`config.mk`:
```
export PLATFORM = sky130hd
export DESIGN_NAME = serial_port_zero
export DESIGN_NICKNAME = d
export VERILOG_FILES = /design/src/include/serial_port_pkg.sv /design/src/design/serial_port_zero.sv
export SDC_FILE = /design/constraint.sdc
export NUM_CORES = 1
export LEC_CHECK = 0
export ABC_AREA = 1
export BUFFER_PORTS_ARGS = -buffer_cell sky130_fd_sc_hd__clkbuf_2
export CORE_MARGIN = 5
export CORE_UTILIZATION = 36
export DETAILED_ROUTE_END_ITERATION = 6
export PLACE_DENSITY = 0.66
export SLEW_MARGIN = 20
export SYNTH_ARGS = -nofsm -noshare
export SYNTH_HDL_FRONTEND = slang
export SYNTH_SLANG_ARGS = --single-unit
```
`constraint.sdc`:
```
create_clock -name CLK_SYS -period 4 [get_ports CLK_SYS]
set_input_delay 0.6 -clock CLK_SYS [delete_from_list [all_inputs] [get_ports CLK_SYS]]
set_output_delay 0.6 -clock CLK_SYS [all_outputs]
set_load 0.02 [all_outputs]
```
`src/include/serial_port_pkg.sv`:
```
// Constants, field positions and state encodings of asynchronous serial port zero.
// Function
// - Clearing an enable stops that direction only after the current frame completes.
// - Disabling transmit discards buffered data; re-enable needs a fresh buffer write.
// - A byte buffered while transmit is disabled is never sent.
// - Baud source field picks oscillator divide by 13..416, timer five, or 96.
// - Timer five source gives a bit rate of its pulse rate over sixteen.
// - Transmit stop length bit selects one or two high stop bits.
// - Receive stop length bit sets how many stop bits the receiver expects.
// - Parity add bit inserts parity; polarity bit picks odd (0) or even (1).
// - Frame is low start, data bit 0 to 7, optional parity, stops.
// - Baud and parity settings are shared by transmit and receive.
// - Noise filter field rejects pulses under 31, 63 or 127 oscillator periods.
// - Pulses over 96, 192 or 384 periods always pass the filter.
// - While receive is enabled and overrun is clear, the idle receiver samples the line each baud tick until it sees low.
// - Each received bit is the majority of samples at ticks 7, 8, 9.
// - Status bits 7 to 2 hold the six flags; reset value is 0x0C.
// - The buffer empty flag sets whenever the transmit event fires.
// - Parity mismatch sets the parity flag; status then buffer read clears it.
// - A stop bit sampled low sets the framing flag.
// - A frame arriving into a full buffer sets overrun and is dropped.
package serial_port_pkg;

   // -----------------------------------------------------------------
   // Register indices and byte addresses
   // -----------------------------------------------------------------
   localparam logic [15:0] CTRL_IDX = 16'h0025;
   localparam logic [15:0] DATA_IDX = 16'h0F9B;
   localparam logic [15:0] CTRL2_IDX = 16'h0026;
   localparam logic [15:0] ADDR_CTRL = {CTRL_IDX[13:0], 2'b00};
   localparam logic [15:0] ADDR_DATA = {DATA_IDX[13:0], 2'b00};
   localparam logic [15:0] ADDR_CTRL2 = {CTRL2_IDX[13:0], 2'b00};

   // -----------------------------------------------------------------
   // Field positions and reset values
   // -----------------------------------------------------------------
   localparam int TXE_BIT = 7;
   localparam int RXE_BIT = 6;
   localparam int TX_STOP_BIT = 5;
   localparam int EVEN_BIT = 4;
   localparam int PAR_ADD_BIT = 3;
   localparam int BRG_LSB = 0;
   localparam int RX_STOP_BIT = 0;
   localparam int FILT_LSB = 1;
   localparam logic [7:0] CTRL_RESET = 8'h00;
   localparam logic [7:0] CTRL2_RESET = 8'h00;
   localparam logic [7:0] TXBUF_RESET = 8'h00;

   // -----------------------------------------------------------------
   // Baud divisors, filter lengths and bit timing
   // -----------------------------------------------------------------
   localparam logic [2:0] BRG_TIMER = 3'h6;
   localparam logic [8:0] DIV_0 = 9'h00D;
   localparam logic [8:0] DIV_1 = 9'h01A;
   localparam logic [8:0] DIV_2 = 9'h034;
   localparam logic [8:0] DIV_3 = 9'h068;
   localparam logic [8:0] DIV_4 = 9'h0D0;
   localparam logic [8:0] DIV_5 = 9'h1A0;
   localparam logic [8:0] DIV_7 = 9'h060;
   localparam logic [6:0] FILT_LEN_1 = 7'h1F;
   localparam logic [6:0] FILT_LEN_2 = 7'h3F;
   localparam logic [6:0] FILT_LEN_3 = 7'h7F;
   localparam logic [3:0] RT_LAST = 4'hF;
   localparam logic [3:0] RT_S1 = 4'h7;
   localparam logic [3:0] RT_S2 = 4'h8;
   localparam logic [3:0] RT_S3 = 4'h9;

   typedef enum logic [4:0] {
      TX_IDLE = 5'h01, TX_START = 5'h02, TX_DATA = 5'h04, TX_PAR = 5'h08, TX_STOP = 5'h10
   } tx_state_t;

   typedef enum logic [4:0] {
      RX_IDLE = 5'h01, RX_START = 5'h02, RX_DATA = 5'h04, RX_PAR = 5'h08, RX_STOP = 5'h10
   } rx_state_t;

endpackage

```
`src/design/serial_port_zero.sv`:
```
// Asynchronous serial port zero with an APB register slave.
//
// Added by the designer: the APB slave port.
`timescale 1ns/1ps
`default_nettype none
module serial_port_zero (
   // Clock, reset and clock enable.
   input wire logic CLK_SYS,
   input wire logic RESETN,
   input wire logic CE,
   // APB slave.
   input wire logic PSEL,
   input wire logic PENABLE,
   input wire logic PWRITE,
   input wire logic [15:0] PADDR,
   input wire logic [31:0] PWDATA,
   output logic PREADY,
   output logic [31:0] PRDATA,
   output logic PSLVERR,
   // Serial lines and timer five transfer clock pulse.
   input wire logic RX_LINE,
   input wire logic TIMER5_TICK,
   output logic TX_LINE
);
   import serial_port_pkg::*;

   // -----------------------------------------------------------------
   // State
   // -----------------------------------------------------------------
   typedef struct packed {
      logic [7:0] ctrl;
      logic [7:0] ctrl2;
      logic [7:0] txbuf;
      logic [7:0] rxbuf;
      logic parity_mismatch_flag;
      logic framing_flag;
      logic oerr;
      logic rbfl;
      logic tx_done_flag;
      logic tx_buffer_empty_flag;
      logic tx_pend;
      logic arm;
      logic [8:0] div;
      logic filt;
      logic [6:0] fcnt;
      tx_state_t tx_st;
      logic [3:0] tx_rt;
      logic [2:0] tx_bit;
      logic [7:0] tx_sh;
      logic tx_par;
      logic tx_line;
      logic tx_irq;
      rx_state_t rx_st;
      logic [3:0] rx_rt;
      logic [2:0] rx_bit;
      logic [7:0] rx_sh;
      logic [1:0] smp;
      logic rx_parity_mismatch_flag;
      logic rx_framing_flag;
      logic pready;
      logic [31:0] prdata;
      logic pslverr;
   } state_t;

   state_t st_q;
   state_t st_d;
   logic acc;
   logic tick;
   logic vote;
   logic rx_done;
   logic fe_now;
   logic [8:0] divisor;
   logic [6:0] flen;
   logic [7:0] flags;

   // -----------------------------------------------------------------
   // Next state
   // -----------------------------------------------------------------
   always_comb begin
      st_d = st_q;
      st_d.tx_irq = 1'b0;
      rx_done = 1'b0;
      fe_now = 1'b0;
      acc = PSEL && PENABLE && st_q.pready;
      flags = {st_q.parity_mismatch_flag, st_q.framing_flag, st_q.oerr, st_q.rbfl, st_q.tx_done_flag, st_q.tx_buffer_empty_flag, 2'b00};
      vote = (st_q.smp[0] & st_q.smp[1]) | (st_q.smp[0] & st_q.filt) | (st_q.smp[1] & st_q.filt);

      // APB answer one cycle into the access phase.
      st_d.pready = PSEL && PENABLE && !st_q.pready;
      if (PSEL && PENABLE && !st_q.pready) begin
         st_d.prdata = 32'h0000_0000;
         st_d.pslverr = 1'b0;
         case (PADDR)
            ADDR_CTRL: begin
               if (!PWRITE) begin
                  st_d.prdata = {24'h00_0000, flags};
               end
            end
            ADDR_DATA: begin
               if (!PWRITE) begin
                  st_d.prdata = {24'h00_0000, st_q.rxbuf};
               end
            end
            ADDR_CTRL2: begin
               st_d.prdata = 32'h0000_0000;
            end
            default: begin
               st_d.pslverr = 1'b1;
            end
         endcase
      end

      // Side effects happen at the completing edge only.
      if (acc && !st_q.pslverr) begin
         if (PWRITE && PADDR == ADDR_CTRL) begin
            st_d.ctrl = PWDATA[7:0];
         end
         if (PWRITE && PADDR == ADDR_CTRL2) begin
            st_d.ctrl2 = PWDATA[7:0];
         end
         if (!PWRITE && PADDR == ADDR_CTRL) begin
            st_d.arm = 1'b1;
         end
         if (!PWRITE && PADDR == ADDR_DATA && st_q.arm) begin
            st_d.arm = 1'b0;
            st_d.parity_mismatch_flag = 1'b0;
            st_d.framing_flag = 1'b0;
            st_d.oerr = 1'b0;
            st_d.rbfl = 1'b0;
         end
         if (PWRITE && PADDR == ADDR_DATA) begin
            st_d.txbuf = PWDATA[7:0];
            if (st_q.arm && st_q.ctrl[TXE_BIT]) begin
               st_d.arm = 1'b0;
               st_d.tx_buffer_empty_flag = 1'b0;
               st_d.tx_pend = 1'b1;
            end
         end
      end

      if (!st_q.ctrl[TXE_BIT]) begin
         st_d.tx_pend = 1'b0;
         st_d.tx_buffer_empty_flag = 1'b1;
      end

      case (st_q.ctrl[BRG_LSB +: 3])
         3'h0: divisor = DIV_0;
         3'h1: divisor = DIV_1;
         3'h2: divisor = DIV_2;
         3'h3: divisor = DIV_3;
         3'h4: divisor = DIV_4;
         3'h5: divisor = DIV_5;
         default: divisor = DIV_7;
      endcase
      if (st_q.ctrl[BRG_LSB +: 3] == BRG_TIMER) begin
         tick = TIMER5_TICK;
         st_d.div = 9'h000;
      end else begin
         tick = (st_q.div == 9'(divisor - 9'h001));
         st_d.div = tick ? 9'h000 : 9'(st_q.div + 9'h001);
      end

      case (st_q.ctrl2[FILT_LSB +: 2])
         2'h1: flen = FILT_LEN_1;
         2'h2: flen = FILT_LEN_2;
         2'h3: flen = FILT_LEN_3;
         default: flen = 7'h00;
      endcase
      if (flen == 7'h00) begin
         st_d.filt = RX_LINE;
         st_d.fcnt = 7'h00;
      end else if (RX_LINE == st_q.filt) begin
         st_d.fcnt = 7'h00;
      end else if (st_q.fcnt == 7'(flen - 7'h01)) begin
         st_d.filt = RX_LINE;
         st_d.fcnt = 7'h00;
      end else begin
         st_d.fcnt = 7'(st_q.fcnt + 7'h01);
      end

      // Transmitter; sixteen ticks per bit
      if (tick && st_q.tx_st != TX_IDLE) begin
         st_d.tx_rt = 4'(st_q.tx_rt + 4'h1);
      end
      case (st_q.tx_st)
         TX_IDLE: begin
            st_d.tx_line = 1'b1;
            if (tick && st_q.ctrl[TXE_BIT] && st_q.tx_pend) begin
               st_d.tx_st = TX_START;
               st_d.tx_sh = st_q.txbuf;
               st_d.tx_par = ^st_q.txbuf ^ ~st_q.ctrl[EVEN_BIT];
               st_d.tx_pend = 1'b0;
               st_d.tx_rt = 4'h0;
               st_d.tx_bit = 3'h0;
               st_d.tx_line = 1'b0;
               st_d.tx_done_flag = 1'b0;
               st_d.tx_irq = 1'b1;
               st_d.tx_buffer_empty_flag = 1'b1;
            end
         end
         TX_START: begin
            if (tick && st_q.tx_rt == RT_LAST) begin
               st_d.tx_st = TX_DATA;
               st_d.tx_line = st_q.tx_sh[0];
            end
         end
         TX_DATA: begin
            if (tick && st_q.tx_rt == RT_LAST) begin
               st_d.tx_sh = st_q.tx_sh >> 1;
               if (st_q.tx_bit == 3'h7) begin
                  st_d.tx_st = st_q.ctrl[PAR_ADD_BIT] ? TX_PAR : TX_STOP;
                  st_d.tx_line = st_q.ctrl[PAR_ADD_BIT] ? st_q.tx_par : 1'b1;
                  st_d.tx_bit = 3'h0;
               end else begin
                  st_d.tx_bit = 3'(st_q.tx_bit + 3'h1);
                  st_d.tx_line = st_q.tx_sh[1];
               end
            end
         end
         TX_PAR: begin
            if (tick && st_q.tx_rt == RT_LAST) begin
               st_d.tx_st = TX_STOP;
               st_d.tx_line = 1'b1;
            end
         end
         TX_STOP: begin
            if (tick && st_q.tx_rt == RT_LAST) begin
               if (st_q.ctrl[TX_STOP_BIT] && st_q.tx_bit == 3'h0) begin
                  st_d.tx_bit = 3'h1;
               end else begin
                  st_d.tx_st = TX_IDLE;
                  st_d.tx_done_flag = st_q.tx_buffer_empty_flag;
               end
            end
         end
         default: begin
            st_d.tx_st = TX_IDLE;
            st_d.tx_line = 1'b1;
         end
      endcase

      // Receiver
      if (tick && st_q.rx_st != RX_IDLE) begin
         st_d.rx_rt = 4'(st_q.rx_rt + 4'h1);
         if (st_q.rx_rt == RT_S1) begin
            st_d.smp[0] = st_q.filt;
         end
         if (st_q.rx_rt == RT_S2) begin
            st_d.smp[1] = st_q.filt;
         end
      end
      case (st_q.rx_st)
         RX_IDLE: begin
            if (tick && st_q.ctrl[RXE_BIT] && !st_q.filt && !st_q.oerr) begin
               st_d.rx_st = RX_START;
               st_d.rx_rt = 4'h0;
               st_d.rx_bit = 3'h0;
               st_d.rx_parity_mismatch_flag = 1'b0;
               st_d.rx_framing_flag = 1'b0;
            end
         end
         RX_START: begin
            if (tick && st_q.rx_rt == RT_S3 && vote) begin
               st_d.rx_st = RX_IDLE;
            end else if (tick && st_q.rx_rt == RT_LAST) begin
               st_d.rx_st = RX_DATA;
            end
         end
         RX_DATA: begin
            if (tick && st_q.rx_rt == RT_S3) begin
               st_d.rx_sh = {vote, st_q.rx_sh[7:1]};
            end
            if (tick && st_q.rx_rt == RT_LAST) begin
               if (st_q.rx_bit == 3'h7) begin
                  st_d.rx_st = st_q.ctrl[PAR_ADD_BIT] ? RX_PAR : RX_STOP;
                  st_d.rx_bit = 3'h0;
               end else begin
                  st_d.rx_bit = 3'(st_q.rx_bit + 3'h1);
               end
            end
         end
         RX_PAR: begin
            if (tick && st_q.rx_rt == RT_S3) begin
               st_d.rx_parity_mismatch_flag = vote != (^st_q.rx_sh ^ ~st_q.ctrl[EVEN_BIT]);
            end
            if (tick && st_q.rx_rt == RT_LAST) begin
               st_d.rx_st = RX_STOP;
            end
         end
         RX_STOP: begin
            if (tick && st_q.rx_rt == RT_S3) begin
               fe_now = st_q.rx_framing_flag | ~vote;
               st_d.rx_framing_flag = fe_now;
               if (!(st_q.ctrl2[RX_STOP_BIT] && st_q.rx_bit == 3'h0)) begin
                  rx_done = 1'b1;
                  st_d.rx_st = RX_IDLE;
               end
            end else if (tick && st_q.rx_rt == RT_LAST) begin
               st_d.rx_bit = 3'h1;
            end
         end
         default: begin
            st_d.rx_st = RX_IDLE;
         end
      endcase

      // Frame completion; setting wins over a same-cycle clear.
      if (rx_done) begin
         if (st_q.rbfl) begin
            st_d.oerr = 1'b1;
         end else begin
            st_d.rxbuf = st_q.rx_sh;
            st_d.rbfl = 1'b1;
            st_d.parity_mismatch_flag = st_q.rx_parity_mismatch_flag;
            st_d.framing_flag = fe_now;
         end
      end
   end

   // -----------------------------------------------------------------
   // Registers
   // -----------------------------------------------------------------
   always_ff @(posedge CLK_SYS) begin
      if (!RESETN) begin
         st_q <= '0;
         st_q.ctrl <= CTRL_RESET;
         st_q.ctrl2 <= CTRL2_RESET;
         st_q.txbuf <= TXBUF_RESET;
         st_q.tx_done_flag <= 1'b1;
         st_q.tx_buffer_empty_flag <= 1'b1;
         st_q.filt <= 1'b1;
         st_q.tx_line <= 1'b1;
         st_q.tx_st <= TX_IDLE;
         st_q.rx_st <= RX_IDLE;
      end else if (CE) begin
         st_q <= st_d;
      end
   end

   assign PREADY = st_q.pready;
   assign PRDATA = st_q.prdata;
   assign PSLVERR = st_q.pslverr;
   assign TX_LINE = st_q.tx_line;
endmodule
`default_nettype wire

```
# == Yosys cells after proc, flatten, opt, wreduce, memory -nomap -nowiden ==
# Cells that the tools add are included.
# word_totals
output_inout_bits,35
elab_cells,249
regBits,132
# op_classes
muxes,80
reduce_logical,63
n_bitwise,12
add_sub_neg,8
eq_ne,54
# ops
cell,count
5-bit two-way mux,14
32-bit case mux with 2 select lines,1
9-bit case mux with 6 select lines,1
5-bit case mux with 5 select lines,2
"2-bit != test, second input constant",18
3-bit two-way mux,11
"16-bit by 8-bit == test with 1-bit output, second input constant",2
4-bit two-way mux,7
3-bit AND reduction,9
1-bit logical AND,24
8-bit two-way mux,3
23-bit two-way mux,1
1-bit two-way mux,22
7-bit case mux with 3 select lines,1
9-bit two-way mux,2
3-bit case mux with 3 select lines,2
"16-bit by 14-bit == test with 1-bit output, second input constant",1
"4-bit == test, second input constant",4
8-bit case mux with 2 select lines,1
8-bit AND reduction,2
8-bit XOR reduction,2
"3-bit == test, second input constant",5
7-bit two-way mux,2
12-bit two-way mux,1
other kinds (40),79

# == Logic depth before layout (Yosys ltp) ==
# Gate-level depths: netlist (run 1).
# logic_depth
depth_word,10
mapped_depth,22
mapped_depth_nobuf,21

# == Worst setup path before layout (run 1) ==
# Ideal clock, no wire load.
# synth_path
path_kind,flip-flop to flip-flop
start,register st_q[130] (netlist name)
end,register st_q[106] (netlist name)
stages_incl_launch_ff,21
n_path_buf,1
t_arrival_ns,2.238
path_slack_ns,1.649
cell_sequence,dfxtp_1 buf_4 nor2_4 nand2_2 ha_1 inv_1 nand2_1 nand2_1 nand2_1 nor2_1 nand2_1 nor2_1 nand2_1 nand2_4 nand3_4 nor2_4 nand3_4 nor2_8 inv_4 nor2_2 nor2_1
# synth_between
elab_chain_len,9
elab_cells_between_ends,15
cone_classes,1 x add/sub; 7 x eq/ne; 4 x mux; 3 x reduce/logical
# synth_lines
element,line_no,text
from (decl),serial_port_zero.sv:65,state_t st_q;
from (signal assigned),serial_port_zero.sv:336,st_q <= st_d;
"3-bit == test, or another cell as far along",serial_port_zero.sv:146,case (st_q.ctrl[BRG_LSB +: 3])
9-bit case mux with 6 select lines,serial_port_zero.sv:146,
9-bit by 1-bit subtractor with 9-bit output,serial_port_zero.sv:159,tick = (st_q.div == 9'(divisor - 9'h001));
9-bit == test,serial_port_zero.sv:159,
1-bit two-way mux (*),serial_port_zero.sv:155,if (st_q.ctrl[BRG_LSB +: 3] == BRG_TIMER) begin
1-bit logical AND (*),serial_port_zero.sv:291,if (tick && st_q.rx_rt == RT_S3) begin
1-bit two-way mux (*),serial_port_zero.sv:291,
1-bit two-way mux (*),serial_port_zero.sv:252,case (st_q.rx_st)
3-bit AND reduction (no source line) (*),n/a,
# Mark *: on every way between the ends. The rest lies on a longest branch, timed or not.
# A chain may end at the register's enable or synchronous reset.

# == Worst setup path after layout (run 1) ==
# layout_path
start,register st_q[132] (netlist name)
end,register st_q[74] (netlist name)
# layout_between
elab_chain_len,9
elab_cells_between_ends,17
cone_classes,1 x add/sub; 7 x eq/ne; 5 x mux; 4 x reduce/logical
# layout_lines
element,line_no,text
"3-bit == test, or another cell as far along",serial_port_zero.sv:146,
9-bit case mux with 6 select lines,serial_port_zero.sv:146,
9-bit by 1-bit subtractor with 9-bit output,serial_port_zero.sv:159,
9-bit == test,serial_port_zero.sv:159,
1-bit two-way mux (*),serial_port_zero.sv:155,
1-bit logical AND (on tied branches),"serial_port_zero.sv:182, serial_port_zero.sv:188",
4-bit two-way mux or 1-bit logical AND (tied branches),"serial_port_zero.sv:182, serial_port_zero.sv:188",
23-bit two-way mux,serial_port_zero.sv:188,if (tick && st_q.ctrl[TXE_BIT] && st_q.tx_pend) begin
4-bit two-way mux (*),serial_port_zero.sv:185,case (st_q.tx_st)
# Mark *: on every way between the ends. The rest lies on a longest branch, timed or not. The select of a mux whose other input is x is not followed.

==> run metrics, run 1 <==
Layout Nets=roughly 980; Starting DRT DRC Count=290; most instantiated library cell after synthesis=sky130_fd_sc_hd__nand2_1; vias after detailed routing=roughly 5500; number of clock sinks seen by CTS=between 100 and 150; Layout fillers=approximately 1800; Skew-Pair Late Insertion Delay=0.35 ns; clock-pin slew reported for the worst setup and hold paths after clock tree synthesis=approximately 0.070 ns; async set-or-reset flop fraction in the synthesized netlist=0%; leakage power=between 2 and 3 nW; per-cell via count in the routed design=4.78; fraction of the mapped netlist area in simple logic gates=30.9%; share of the synthesized area in the top cell type=around a third; area fraction in compound gates after synthesis=between 10% and 20%; final weighted congestion in routability-driven placement=0.833; Residual DRC=0; Gate Count Post-Synth=889; worst hold start=PRDATA[0]; reg-to-reg setup timing slack=approximately 1.2 ns; first element of the critical path=st_q[132]; critical path startpoint category=register; Net Sw Frac=36.0%; startpoint of the most critical register-to-register path=st_q[132]; total global routing track utilization=roughly 14%; post-detail-place hpwl=~10000 um; H-tree depth=3; Crit path depth=19; sink of the worst hold path=PRDATA[0]; DRT Wirelength=between 10000 and 15000 um; Non-Filler Instances=1142; number of antenna violations at the first check in global routing=0; Layout Skew=0.00654 ns; mean routed wirelength per cell=12.1 um; worst path cell trace=inv_4 > nand3_1 > ha_1 > inv_1 > nand2_1 > nand2_1 > nand2_1 > nor2_1 > nand2_1 > nor2_1 > nand2_1 > nand2_4 > nand2_1 > inv_1 > nand3_1 > nor2_1 > inv_1 > nand2_1 > nor3_1; fraction of power consumed by combinational cells=around 30%; dpl cells=between 1000 and 1500; CTS Buf Count=9; number of rows in the core area=48; Flop pwr share=41.4%; worst ir drop on vdd=0.291 mV; power density normalized to cell area=approximately 460 nW/um^2; gr ovfl total=0; floorplan core area=~17000 um^2; worst endpoint required time=around 4.2 ns; most frequent cells after synthesis=sky130_fd_sc_hd__nand2_1, sky130_fd_sc_hd__dfxtp_1, sky130_fd_sc_hd__nor2_1, sky130_fd_sc_hd__inv_1, sky130_fd_sc_hd__a21oi_1; chip height=around 140 um; HP Class=register to register; instance area after placement=approximately 6400 um^2; area taken by flip-flops and latches=approximately 2200 um^2; Worst Setup End Kind=register; worst-case reg-to-reg path depth=19; transition at the pin with the smallest max-transition slack=~0.95 ns; fin crit period=approximately 2.8 ns; number of global-route vias before repair=a little under 5000; total of warnings raised by yosys=0; count of hold-fix buffers inserted at cts=0; final number of setup-violating endpoints=0; area taken by multi-input logic gates=3330 um^2; total negative setup slack=0 ns; post-route fraction of the period consumed by the critical path=around 69%; final-report max-slew violation count=0; number of cells traversed by the worst hold path=2; fraction of final layout cells with drive strength greater than 1=approximately an eighth; multiplexer area fraction after synthesis=0%; CP max stage delay=between 0.5 and 0.6 ns; fraction of the mapped netlist area in adder cells=just over 3%; antenna-violating nets left=0; Post-CTS Setup Repair Bufs=0; cells resized by post-CTS repair=0; type of the worst setup path=register to register; Seq/Total Area, Yosys=between 30% and 40%; worst-path fanout max=10; Die Footprint=19900 um^2; average instance area after synthesis=6.96 um^2; die span in x=~140 um; count of max-cap constraint violations=0; count of buffers inserted at the top-level ports=42; Reg2Reg Capture Point=st_q[74]; maximum number of pins on one net before global-route repair=between 40 and 50; largest area contributor in the netlist=sky130_fd_sc_hd__dfxtp_1; unique cell type count in the Yosys netlist=47; buffer levels on the longest clock path=2; cell with the largest stage delay on the worst path=sky130_fd_sc_hd__dfxtp_1; area growth from synthesis to layout=8.82%; summed area of non-filler cells in the final layout=6730 um^2; wire length of the first global-routing pass=~23000 um; Max Fclk=around 360 MHz; cell types occupying the most area after synthesis=sky130_fd_sc_hd__dfxtp_1, sky130_fd_sc_hd__nand2_1, sky130_fd_sc_hd__nor2_1, sky130_fd_sc_hd__inv_1, sky130_fd_sc_hd__a21oi_1; number of inserted diodes=0; EDFF count, synth=0; root buffer cell=sky130_fd_sc_hd__clkbuf_16; dominant combinational cell family by area after synthesis=simple AND/OR/NAND/NOR gates; CTS tree=yes; run status=finished clean; clock share of power=approximately 28%; starting density of the core=36.3%; number of buffers and inverters on the critical path=4; I/O pin count=just over 90; CP most frequent cell=sky130_fd_sc_hd__nand2_1; synthesized-area fraction occupied by xor and xnor cells=approximately 3.5%; endpoint arrival time on the critical path=around 3 ns; Cell Area, Synth=~6200 um^2; total iterations of the first detailed-routing run=5; Pint=around 2.0 mW; Sw Pwr=approximately 1.1 mW; number of flip-flops and latches in the synthesized netlist=108; cell family with most CP delay=simple AND/OR/NAND/NOR gates; setup repair after global routing missed its margin=no; Hold Fails Final Rpt=0; Max-Slew Margin vs Limit=35.8%; Most used DFF post-synth=sky130_fd_sc_hd__dfxtp_1
==> area by class of cell <==
| type | count | share of cell area (%) |
|---|---|---|
| Clock buffer | 9 | 3.35 |
| Clock inverter | 6 | 0.985 |
| Inverter | 112 | 6.32 |
| Multi-Input combinational cell | 636 | 49.5 |
| Sequential cell | 108 | 32.1 |
| Tap cell | 225 | 4.18 |
| Timing Repair Buffer | 46 | 3.57 |
==> power groups by stage <==
| stage | registers [mW] | logic, mW | clock network [mW] |
|---|---|---|---|
| floorplan | 1.29 | 0.792 | 0 |
| global placement | 1.31 | 0.914 | 0 |
| detailed placement | 1.31 | 0.931 | 0 |
| CTS | 1.29 | 0.935 | 0.909 |
| global route | 1.31 | 1.08 | 0.961 |
| finish | 1.29 | 0.936 | 0.888 |
==> per-layer routing <==
| layer | vias up | global-route usage, % | wire length (um) |
|---|---|---|---|
| met5 | - | 0 | 0 |
| met4 | 0 | 5.56 | 272 |
| met3 | 16 | 1.87 | 466 |
| met2 | 93 | 22.5 | 6270 |
| met1 | 2444 | 19.0 | 6850 |
| li1 | 2907 | - | - |
==> cell families (layout without fill, tap and decap cells) <==
| family | count (synthesis) | in the layout |
|---|---|---|
| compound gates | 166 | 166 |
| xor+xnor | 25 | 25 |
| fa+ha+maj | 15 | 15 |
| buf+inv | 168 | 173 |
| flops | 108 | 108 |
| other cells | 1 | 24 |
| simple gates | 406 | 406 |
==> worst reg2reg max path, stage by stage, from the launching register on <==
cell,delay (ns)
sky130_fd_sc_hd__dfxtp_1,0.58
sky130_fd_sc_hd__inv_4,0.09
sky130_fd_sc_hd__nand3_1,0.10
sky130_fd_sc_hd__ha_1,0.24
sky130_fd_sc_hd__inv_1,0.06
sky130_fd_sc_hd__nand2_1,0.04
sky130_fd_sc_hd__nand2_1,0.06
sky130_fd_sc_hd__nand2_1,0.04
sky130_fd_sc_hd__nor2_1,0.08
sky130_fd_sc_hd__nand2_1,0.06
sky130_fd_sc_hd__nor2_1,0.11
sky130_fd_sc_hd__nand2_1,0.09
sky130_fd_sc_hd__nand2_4,0.18
sky130_fd_sc_hd__nand2_1,0.15
sky130_fd_sc_hd__inv_1,0.13
sky130_fd_sc_hd__nand3_1,0.14
sky130_fd_sc_hd__nor2_1,0.18
sky130_fd_sc_hd__inv_1,0.09
sky130_fd_sc_hd__nand2_1,0.13
sky130_fd_sc_hd__nor3_1,0.06
==> cell usage in the layout, fill, tap and decap left out, types with 3 or more instances in the layout <==
cell type / count
sky130_fd_sc_hd__nor3_1: 23
sky130_fd_sc_hd__o31ai_1: 3
sky130_fd_sc_hd__buf_4: 4
sky130_fd_sc_hd__a22oi_1: 7
sky130_fd_sc_hd__ha_1: 15
sky130_fd_sc_hd__nor2_2: 10
sky130_fd_sc_hd__clkbuf_16: 9
sky130_fd_sc_hd__a31oi_1: 4
sky130_fd_sc_hd__nor2_1: 105
sky130_fd_sc_hd__xor2_1: 11
sky130_fd_sc_hd__clkinvlp_4: 3
sky130_fd_sc_hd__a21oi_2: 4
sky130_fd_sc_hd__o21ai_1: 8
sky130_fd_sc_hd__a211oi_1: 3
sky130_fd_sc_hd__inv_2: 5
sky130_fd_sc_hd__nand3_1: 48
sky130_fd_sc_hd__a221oi_1: 3
sky130_fd_sc_hd__a21oi_1: 68
sky130_fd_sc_hd__nor4_1: 6
sky130_fd_sc_hd__nor2_4: 4
sky130_fd_sc_hd__xnor2_1: 14
sky130_fd_sc_hd__clkinv_1: 3
sky130_fd_sc_hd__nand2_1: 160
sky130_fd_sc_hd__nand3_4: 3
sky130_fd_sc_hd__nand4_1: 23
sky130_fd_sc_hd__conb_1: 24
sky130_fd_sc_hd__nand2_2: 8
sky130_fd_sc_hd__nand2_4: 3
sky130_fd_sc_hd__o21ai_0: 57
sky130_fd_sc_hd__dfxtp_1: 108
sky130_fd_sc_hd__clkbuf_2: 42
sky130_fd_sc_hd__inv_1: 102
sky130_fd_sc_hd__nand3_2: 3
==> through the flow <==
stage	setup WS, ns	utilization (%)	hold WS [ns]	power (mW)
finish	1.25	39.5	0.465	3.11
global route	1.06	39.5	0.482	3.35
CTS	1.25	39.5	0.464	3.13
detailed placement	1.18	37.8	0.454	2.24
global placement	1.19	37.8	0.450	2.23
floorplan	1.65	-	0.429	2.09
==> worst max-delay path by stage <==
| stage | to | slack (ns) |
|---|---|---|
| after global placement | st_q[133] | 1.19 |
| after CTS | st_q[74] | 1.25 |
| after global routing | st_q[66] | 1.06 |
| after detailed placement | st_q[132] | 1.18 |
| final | st_q[74] | 1.25 |
| after floorplan | st_q[106] | 1.65 |
==> flip-flops by register name (all words and copies together) (netlist names) <==
signal and flops:
PREADY 1, flags 6, st_q 91, PRDATA 8, PSLVERR 1, TX_LINE 1
No activity file was read; power rests on OpenSTA's default activity.
==> run 2: changes to the inputs <==
--- a/config.mk
+++ b/config.mk
@@ -5,7 +5,7 @@
 export SDC_FILE = /design/constraint.sdc
 export NUM_CORES = 1
 export LEC_CHECK = 0
-export ABC_AREA = 1
+export ABC_AREA = 0
 export BUFFER_PORTS_ARGS = -buffer_cell sky130_fd_sc_hd__clkbuf_2
 export CORE_MARGIN = 5
 export CORE_UTILIZATION = 36
==> constraint.sdc (replaced) <==
create_clock -name CLK_SYS -period 2.6 [get_ports CLK_SYS]
set_input_delay 0.39 -clock CLK_SYS [delete_from_list [all_inputs] [get_ports CLK_SYS]]
set_output_delay 0.39 -clock CLK_SYS [all_outputs]
set_load 0.02 [all_outputs]
==> run 2 against run 1 <==
Net effect: the run now ends with negative setup slack left; sequential power grew 29%; first-iteration DRC count grew 14%; clock skew grew 0.0036 ns; via count grew 2.1%; area after synthesis shrank 0.34%; clock power grew 64%; non-clock buffer count grew 58; total power grew 5.6%; synthesized cell count shrank 13%; register-to-register slack lost 1.4 ns; critical endpoint is now st_q[107]; highest routed layer unchanged.
==> run metrics, run 2 <==
run status=complete, but fails checks; failing checks=negative setup slack; setup slack of the critical path after layout=-0.104 ns; number of global-route vias before repair=between 5000 and 6000; per-cell via count in the routed design=roughly 5.2; total iterations of the first detailed-routing run=5; Starting DRT DRC Count=330; mean routed wirelength per cell=between 10 and 15 um; leakage power=between 2 and 3 nW; Residual DRC=0; total global routing track utilization=~15%; number of rows in the core area=47; Cell Area, Synth=6170 um^2; fraction of final layout cells with drive strength greater than 1=a little over a fifth; wire length of the first global-routing pass=approximately 25000 um; worst-case reg-to-reg path depth=10; CTS tree=yes; Seq/Total Area, Yosys=between 30% and 40%; number of inserted diodes=0; worst-path fanout max=10; chip height=around 140 um; number of antenna violations at the first check in global routing=0; Layout Nets=911; endpoint arrival time on the critical path=about 3.0 ns; post-route fraction of the period consumed by the critical path=104%; number of flip-flops and latches in the synthesized netlist=108; H-tree depth=3; gr ovfl total=0; final number of setup-violating endpoints=16; starting density of the core=36.9%; worst endpoint required time=~2.9 ns; die span in x=between 100 and 150 um; final weighted congestion in routability-driven placement=roughly 0.9; number of clock sinks seen by CTS=roughly 110; area taken by multi-input logic gates=~3800 um^2; I/O pin count=91; buffer levels on the longest clock path=2; commonest cells after routing, fill and taps aside=sky130_fd_sc_hd__dfxtp_1, sky130_fd_sc_hd__nand2_1, sky130_fd_sc_hd__nor2_1; power density normalized to cell area=~450 nW/um^2; CTS Buf Count=9; Die Footprint=between 15000 and 20000 um^2; area taken by flip-flops and latches=approximately 2200 um^2; cell types occupying the most area after synthesis=sky130_fd_sc_hd__dfxtp_1, sky130_fd_sc_hd__nand2_1, sky130_fd_sc_hd__mux2i_1, sky130_fd_sc_hd__a21oi_1, sky130_fd_sc_hd__nor2_1; vias after detailed routing=between 5000 and 6000; floorplan core area=approximately 17000 um^2; largest area contributor in the netlist=sky130_fd_sc_hd__dfxtp_1; async set-or-reset flop fraction in the synthesized netlist=0%; Gate Count Post-Synth=~770; share of the synthesized area in the top cell type=35.1%; reg-to-reg setup timing slack=-0.10 ns; most instantiated library cell after synthesis=sky130_fd_sc_hd__dfxtp_1; Layout fillers=between 1500 and 2000; Hold Fails Final Rpt=0; final-report max-slew violation count=0; Max Fclk=~370 MHz; Max-Slew Margin vs Limit=between 60% and 70%; transition at the pin with the smallest max-transition slack=0.576 ns; dpl cells=between 1000 and 1500; unique cell type count in the Yosys netlist=around 70; instance area after placement=6780 um^2; antenna-violating nets left=0; area growth from synthesis to layout=19.8%; post-detail-place hpwl=11100 um; clock-pin slew reported for the worst setup and hold paths after clock tree synthesis=about 0.080 ns; Worst Setup End Kind=register; most common cell after layout, fill and taps aside=sky130_fd_sc_hd__dfxtp_1; root buffer cell=sky130_fd_sc_hd__clkbuf_16; number of cells traversed by the worst hold path=3; register bank with the most flops=st_q; type of the worst setup path=register to register; Non-Filler Instances=~1100; Most used DFF post-synth=sky130_fd_sc_hd__dfxtp_1; total of warnings raised by yosys=0; most frequent cells after synthesis=sky130_fd_sc_hd__dfxtp_1, sky130_fd_sc_hd__nand2_1, sky130_fd_sc_hd__nor2_1, sky130_fd_sc_hd__a21oi_1, sky130_fd_sc_hd__nand3_1; worst ir drop on vdd=0.322 mV; HP Class=primary input to register; critical path startpoint category=register; setup repair after global routing missed its margin=yes; fin crit period=between 2 and 3 ns; maximum number of pins on one net before global-route repair=45; count of max-cap constraint violations=0; summed area of non-filler cells in the final layout=roughly 7400 um^2; Largest register FFs=a little over 90; EDFF count, synth=0; Layout Skew=between 0.01 and 0.015 ns; DRT Wirelength=15600 um; average instance area after synthesis=between 7 and 8 um^2; count of buffers inserted at the top-level ports=42; count of hold-fix buffers inserted at cts=0; Skew-Pair Late Insertion Delay=between 0.3 and 0.4 ns
## run 2: kinds of logic after synthesis
kind of cell	synth area share, %
DFF	35.1
buffers and inverters	8.18
other	0.0608
AOI/OAI and AO/OA	17.6
adders and majority gates	3.21
xor gates and xnor gates	5.24
muxes	5.24
and+or+nand+nor	25.4
## run 2: worst max-delay path: stages (launching register included)
cell                        delay, ns
sky130_fd_sc_hd__dfxtp_2         0.32
sky130_fd_sc_hd__or3_4           0.40
sky130_fd_sc_hd__ha_4            0.19
sky130_fd_sc_hd__or3b_1          0.37
sky130_fd_sc_hd__nand3_1         0.09
sky130_fd_sc_hd__o22ai_2         0.10
sky130_fd_sc_hd__or3_4           0.38
sky130_fd_sc_hd__a2111oi_4       0.38
sky130_fd_sc_hd__buf_6           0.20
sky130_fd_sc_hd__nand2_1         0.08
sky130_fd_sc_hd__a21oi_2         0.13
## run 2: report_power, final
group          switching, mW  total [mW]  internal [mW]
clock                  0.685        1.46          0.775
combinational          0.118       0.164         0.0467
sequential           0.00798        1.67           1.66
## run 2: path summary, 6_finish.rpt
| check | end | start |
|---|---|---|
| worst max-delay path | st_q[107] | st_q[130] |
| worst min-delay path | st_q[117] | PWDATA[3] |
| worst max register to register | st_q[107] | st_q[130] |
| worst min register to register | st_q[64] | st_q[64] |
## run 2: per-stage QoR
| step | worst slack, ns | TNS, ns | utilization [%] | total power [mW] | hold slack (ns) |
|---|---|---|---|---|---|
| 4_1_cts | -0.0865 | -1.31 | 43.2 | 3.32 | 0.260 |
| 3_3_place_gp | -0.157 | -2.81 | 40.6 | 1.86 | 0.440 |
| 2_1_floorplan | -0.134 | -1.64 | - | 1.83 | 0.432 |
| 3_5_place_dp | -0.234 | -4.06 | 40.6 | 1.87 | 0.445 |
| 5_1_grt | -0.204 | -5.71 | 44.2 | 3.42 | 0.280 |
| 6_report | -0.104 | -1.14 | 44.2 | 3.29 | 0.272 |
## run 2: routing by layer
metal	vias to the layer above	GRT usage, %	wire length, um	share of wire [%]
met1	2599	20.6	7140	46
met5	-	0	0	0
met2	155	25.3	7360	47
met4	0	5.10	249	1.6
met3	14	2.84	797	5.1
li1	2809	-	-	-
## run 2: area by class of cell
class | instances | area share, %
multi-input cells | 596 | 51.5
flip-flops and latches | 108 | 29.3
repair buffers | 104 | 10.1
well taps | 220 | 3.73
clock buffers | 9 | 3.05
clock inverters | 7 | 1.24
inverters | 21 | 1.07
## run 2: what timing repair did
item | CTS | global route
resized for setup | 24 | 35
setup endpoints to repair | 46 | 64
setup buffers | 2 | 3
pin swaps | 9 | 14
cloned | 0 | 1
==> run 3: changes to the inputs <==
==> constraint.sdc (replaced) <==
create_clock -name CLK_SYS -period 2.9 [get_ports CLK_SYS]
set_input_delay 0.435 -clock CLK_SYS [delete_from_list [all_inputs] [get_ports CLK_SYS]]
set_output_delay 0.435 -clock CLK_SYS [all_outputs]
set_load 0.02 [all_outputs]
==> run 3 against run 2 <==
Net effect: the run now ends clean; clock skew grew 0.0026 ns; combinational power shrank 13%; global-route usage shrank 0.63 points; cell count shrank 1.9%; largest power group unchanged; highest routed layer unchanged.
==> run metrics, run 3 (same netlist as run 2, synthesis figures left out) <==
Layout Nets=a little under 900; number of inserted diodes=0; wire length of the first global-routing pass=roughly 25000 um; worst hold start=PWDATA[5]; sink of the worst hold path=st_q[119]; die span in x=approximately 140 um; total global routing track utilization=between 10% and 20%; type of the worst setup path=register to register; count of max-cap constraint violations=0; CTS Buf Count=9; Max Fclk=~360 MHz; vias after detailed routing=5480; total iterations of the first detailed-routing run=5; Die Footprint=~20000 um^2; fin crit period=~2.8 ns; register bank with the most flops=st_q; post-detail-place hpwl=between 10000 and 15000 um; CTS tree=yes; Skew-Pair Late Insertion Delay=between 0.3 and 0.4 ns; Hold Fails Final Rpt=0; first element of the critical path=st_q[131]; critical path startpoint category=register; number of cells traversed by the worst hold path=3; final weighted congestion in routability-driven placement=slightly above 0.8; Reg2Reg Capture Point=st_q[34]; number of clock sinks seen by CTS=roughly 110; buffer levels on the longest clock path=2; number of global-route vias before repair=just over 5000; worst ir drop on vdd=approximately 0.36 mV; setup repair after global routing missed its margin=yes; final-report max-slew violation count=0; Worst Setup End Kind=register; mean routed wirelength per cell=14.5 um; cell with the largest stage delay on the worst path=sky130_fd_sc_hd__or4_1; clock-pin slew reported for the worst setup and hold paths after clock tree synthesis=about 0.08 ns; per-cell via count in the routed design=between 5 and 6; fraction of final layout cells with drive strength greater than 1=~16%; startpoint of the most critical register-to-register path=st_q[131]; area growth from synthesis to layout=13.5%; H-tree depth=3; worst-path fanout max=4; number of rows in the core area=47; total negative setup slack=0 ns; final number of setup-violating endpoints=0; post-route fraction of the period consumed by the critical path=95.9%; post-placement setup slack=-0.0740 ns; transition at the pin with the smallest max-transition slack=roughly 0.61 ns; Post-CTS Setup Repair Bufs=0; Max-Slew Margin vs Limit=about three fifths; I/O pin count=~90; final design utilization=a little over two fifths; endpoint arrival time on the critical path=about 3.0 ns; worst endpoint required time=approximately 3.2 ns; worst path cell trace=or3_4 > ha_4 > xnor2_1 > a21oi_1 > o2111ai_2 > buf_4 > or4_1 > nand2_2 > nand4b_1 > a31o_2; floorplan core area=about 17000 um^2; Residual DRC=0; starting density of the core=36.9%; gr ovfl total=0; Largest register FFs=just over 90; chip height=approximately 140 um; most common cell after layout, fill and taps aside=sky130_fd_sc_hd__dfxtp_1; antenna-violating nets left=0; root buffer cell=sky130_fd_sc_hd__clkbuf_16; commonest cells after routing, fill and taps aside=sky130_fd_sc_hd__dfxtp_1, sky130_fd_sc_hd__nand2_1, sky130_fd_sc_hd__nor2_1; maximum number of pins on one net before global-route repair=43; final hold slack=0.307 ns; worst-case reg-to-reg path depth=10; Layout Skew=roughly 0.013 ns; run status=finished clean; DRT Wirelength=15200 um; count of buffers inserted at the top-level ports=42; reg-to-reg setup timing slack=0.12 ns; number of antenna violations at the first check in global routing=0; setup slack of the critical path after layout=approximately 0.12 ns; Starting DRT DRC Count=between 300 and 400; power density normalized to cell area=415 nW/um^2; CP max stage delay=around 0.55 ns; HP Class=primary input to register; leakage power=2.60 nW
==> run 3: cell count changes in the layout (fill, tap and decap cells not counted), moves of 4 or more <==
cell,before,now
sky130_fd_sc_hd__buf_6,9,1
sky130_fd_sc_hd__a21oi_2,16,11
sky130_fd_sc_hd__o21ai_0,23,27
sky130_fd_sc_hd__a21oi_1,50,56
sky130_fd_sc_hd__buf_4,50,41
==> run 3: stage by stage <==
| step | area (um^2) | instances | power, mW |
|---|---|---|---|
| 6_report | 7000 | 1045 | 2.91 |
| 5_1_grt | 7000 | 1045 | 3.00 |
| 4_1_cts | 6950 | 1045 | 2.93 |
| 3_5_place_dp | 6630 | 1029 | 1.67 |
| 3_3_place_gp | 6630 | 1029 | 1.67 |
| 2_1_floorplan | 6250 | 796 | 1.64 |
==> run 3: worst max path at each step <==
| stage | end | slack, ns | cells after the start |
|---|---|---|---|
| global placement | st_q[55] | 0.003 | 11 |
| CTS | st_q[55] | 0.05 | 11 |
| global route | st_q[55] | -0.05 | 11 |
| detailed placement | st_q[55] | -0.07 | 11 |
| floorplan | st_q[107] | 0.009 | 13 |
| finish | st_q[34] | 0.12 | 10 |
==> run 3: critical path, delay by kind of cell (launching register included) <==
kind	cells	cell delay, ns
xor gates and xnor gates	1	0.12
adders and majority gates	1	0.25
AOI/OAI and AO/OA	3	0.57
and+or+nand+nor	4	1.22
buffers and inverters	1	0.19
DFF	1	0.33
==> run 3: report_power, final <==
part | total, mW | internal [mW] | switching (mW) | leakage (nW)
clock network | 1.27 | 0.624 | 0.647 | 0.151
registers | 1.49 | 1.49 | 0.00717 | 0.871
logic | 0.142 | 0.0389 | 0.103 | 1.58
total | 2.91 | 2.15 | 0.757 | 2.60
==> run 3: final cells by class <==
type                       instances  area [um^2]
tap                              220          275
inverter                          21         78.8
clock buffer                       9          225
timing repair buffer              84          529
clock inverter                     7         86.3
multi-input combinational        596         3640
sequential                       108         2160
fill                            1708         9700
==> run 3: per-layer routing <==
| layer | GRT usage (%) | vias up | part of all wire [%] |
|---|---|---|---|
| met1 | 20.2 | 2557 | 47 |
| met5 | 0 | - | 0 |
| met4 | 5.41 | 0 | 1.9 |
| li1 | - | 2757 | - |
| met3 | 1.76 | 16 | 4.6 |
| met2 | 24.2 | 150 | 47 |
==> run 3: timing repair <==
action,4_1_cts,5_1_grt
hold buffers,0,0
resized for setup,3,11
endpoints found under the setup margin,8,41
pin swaps,0,1
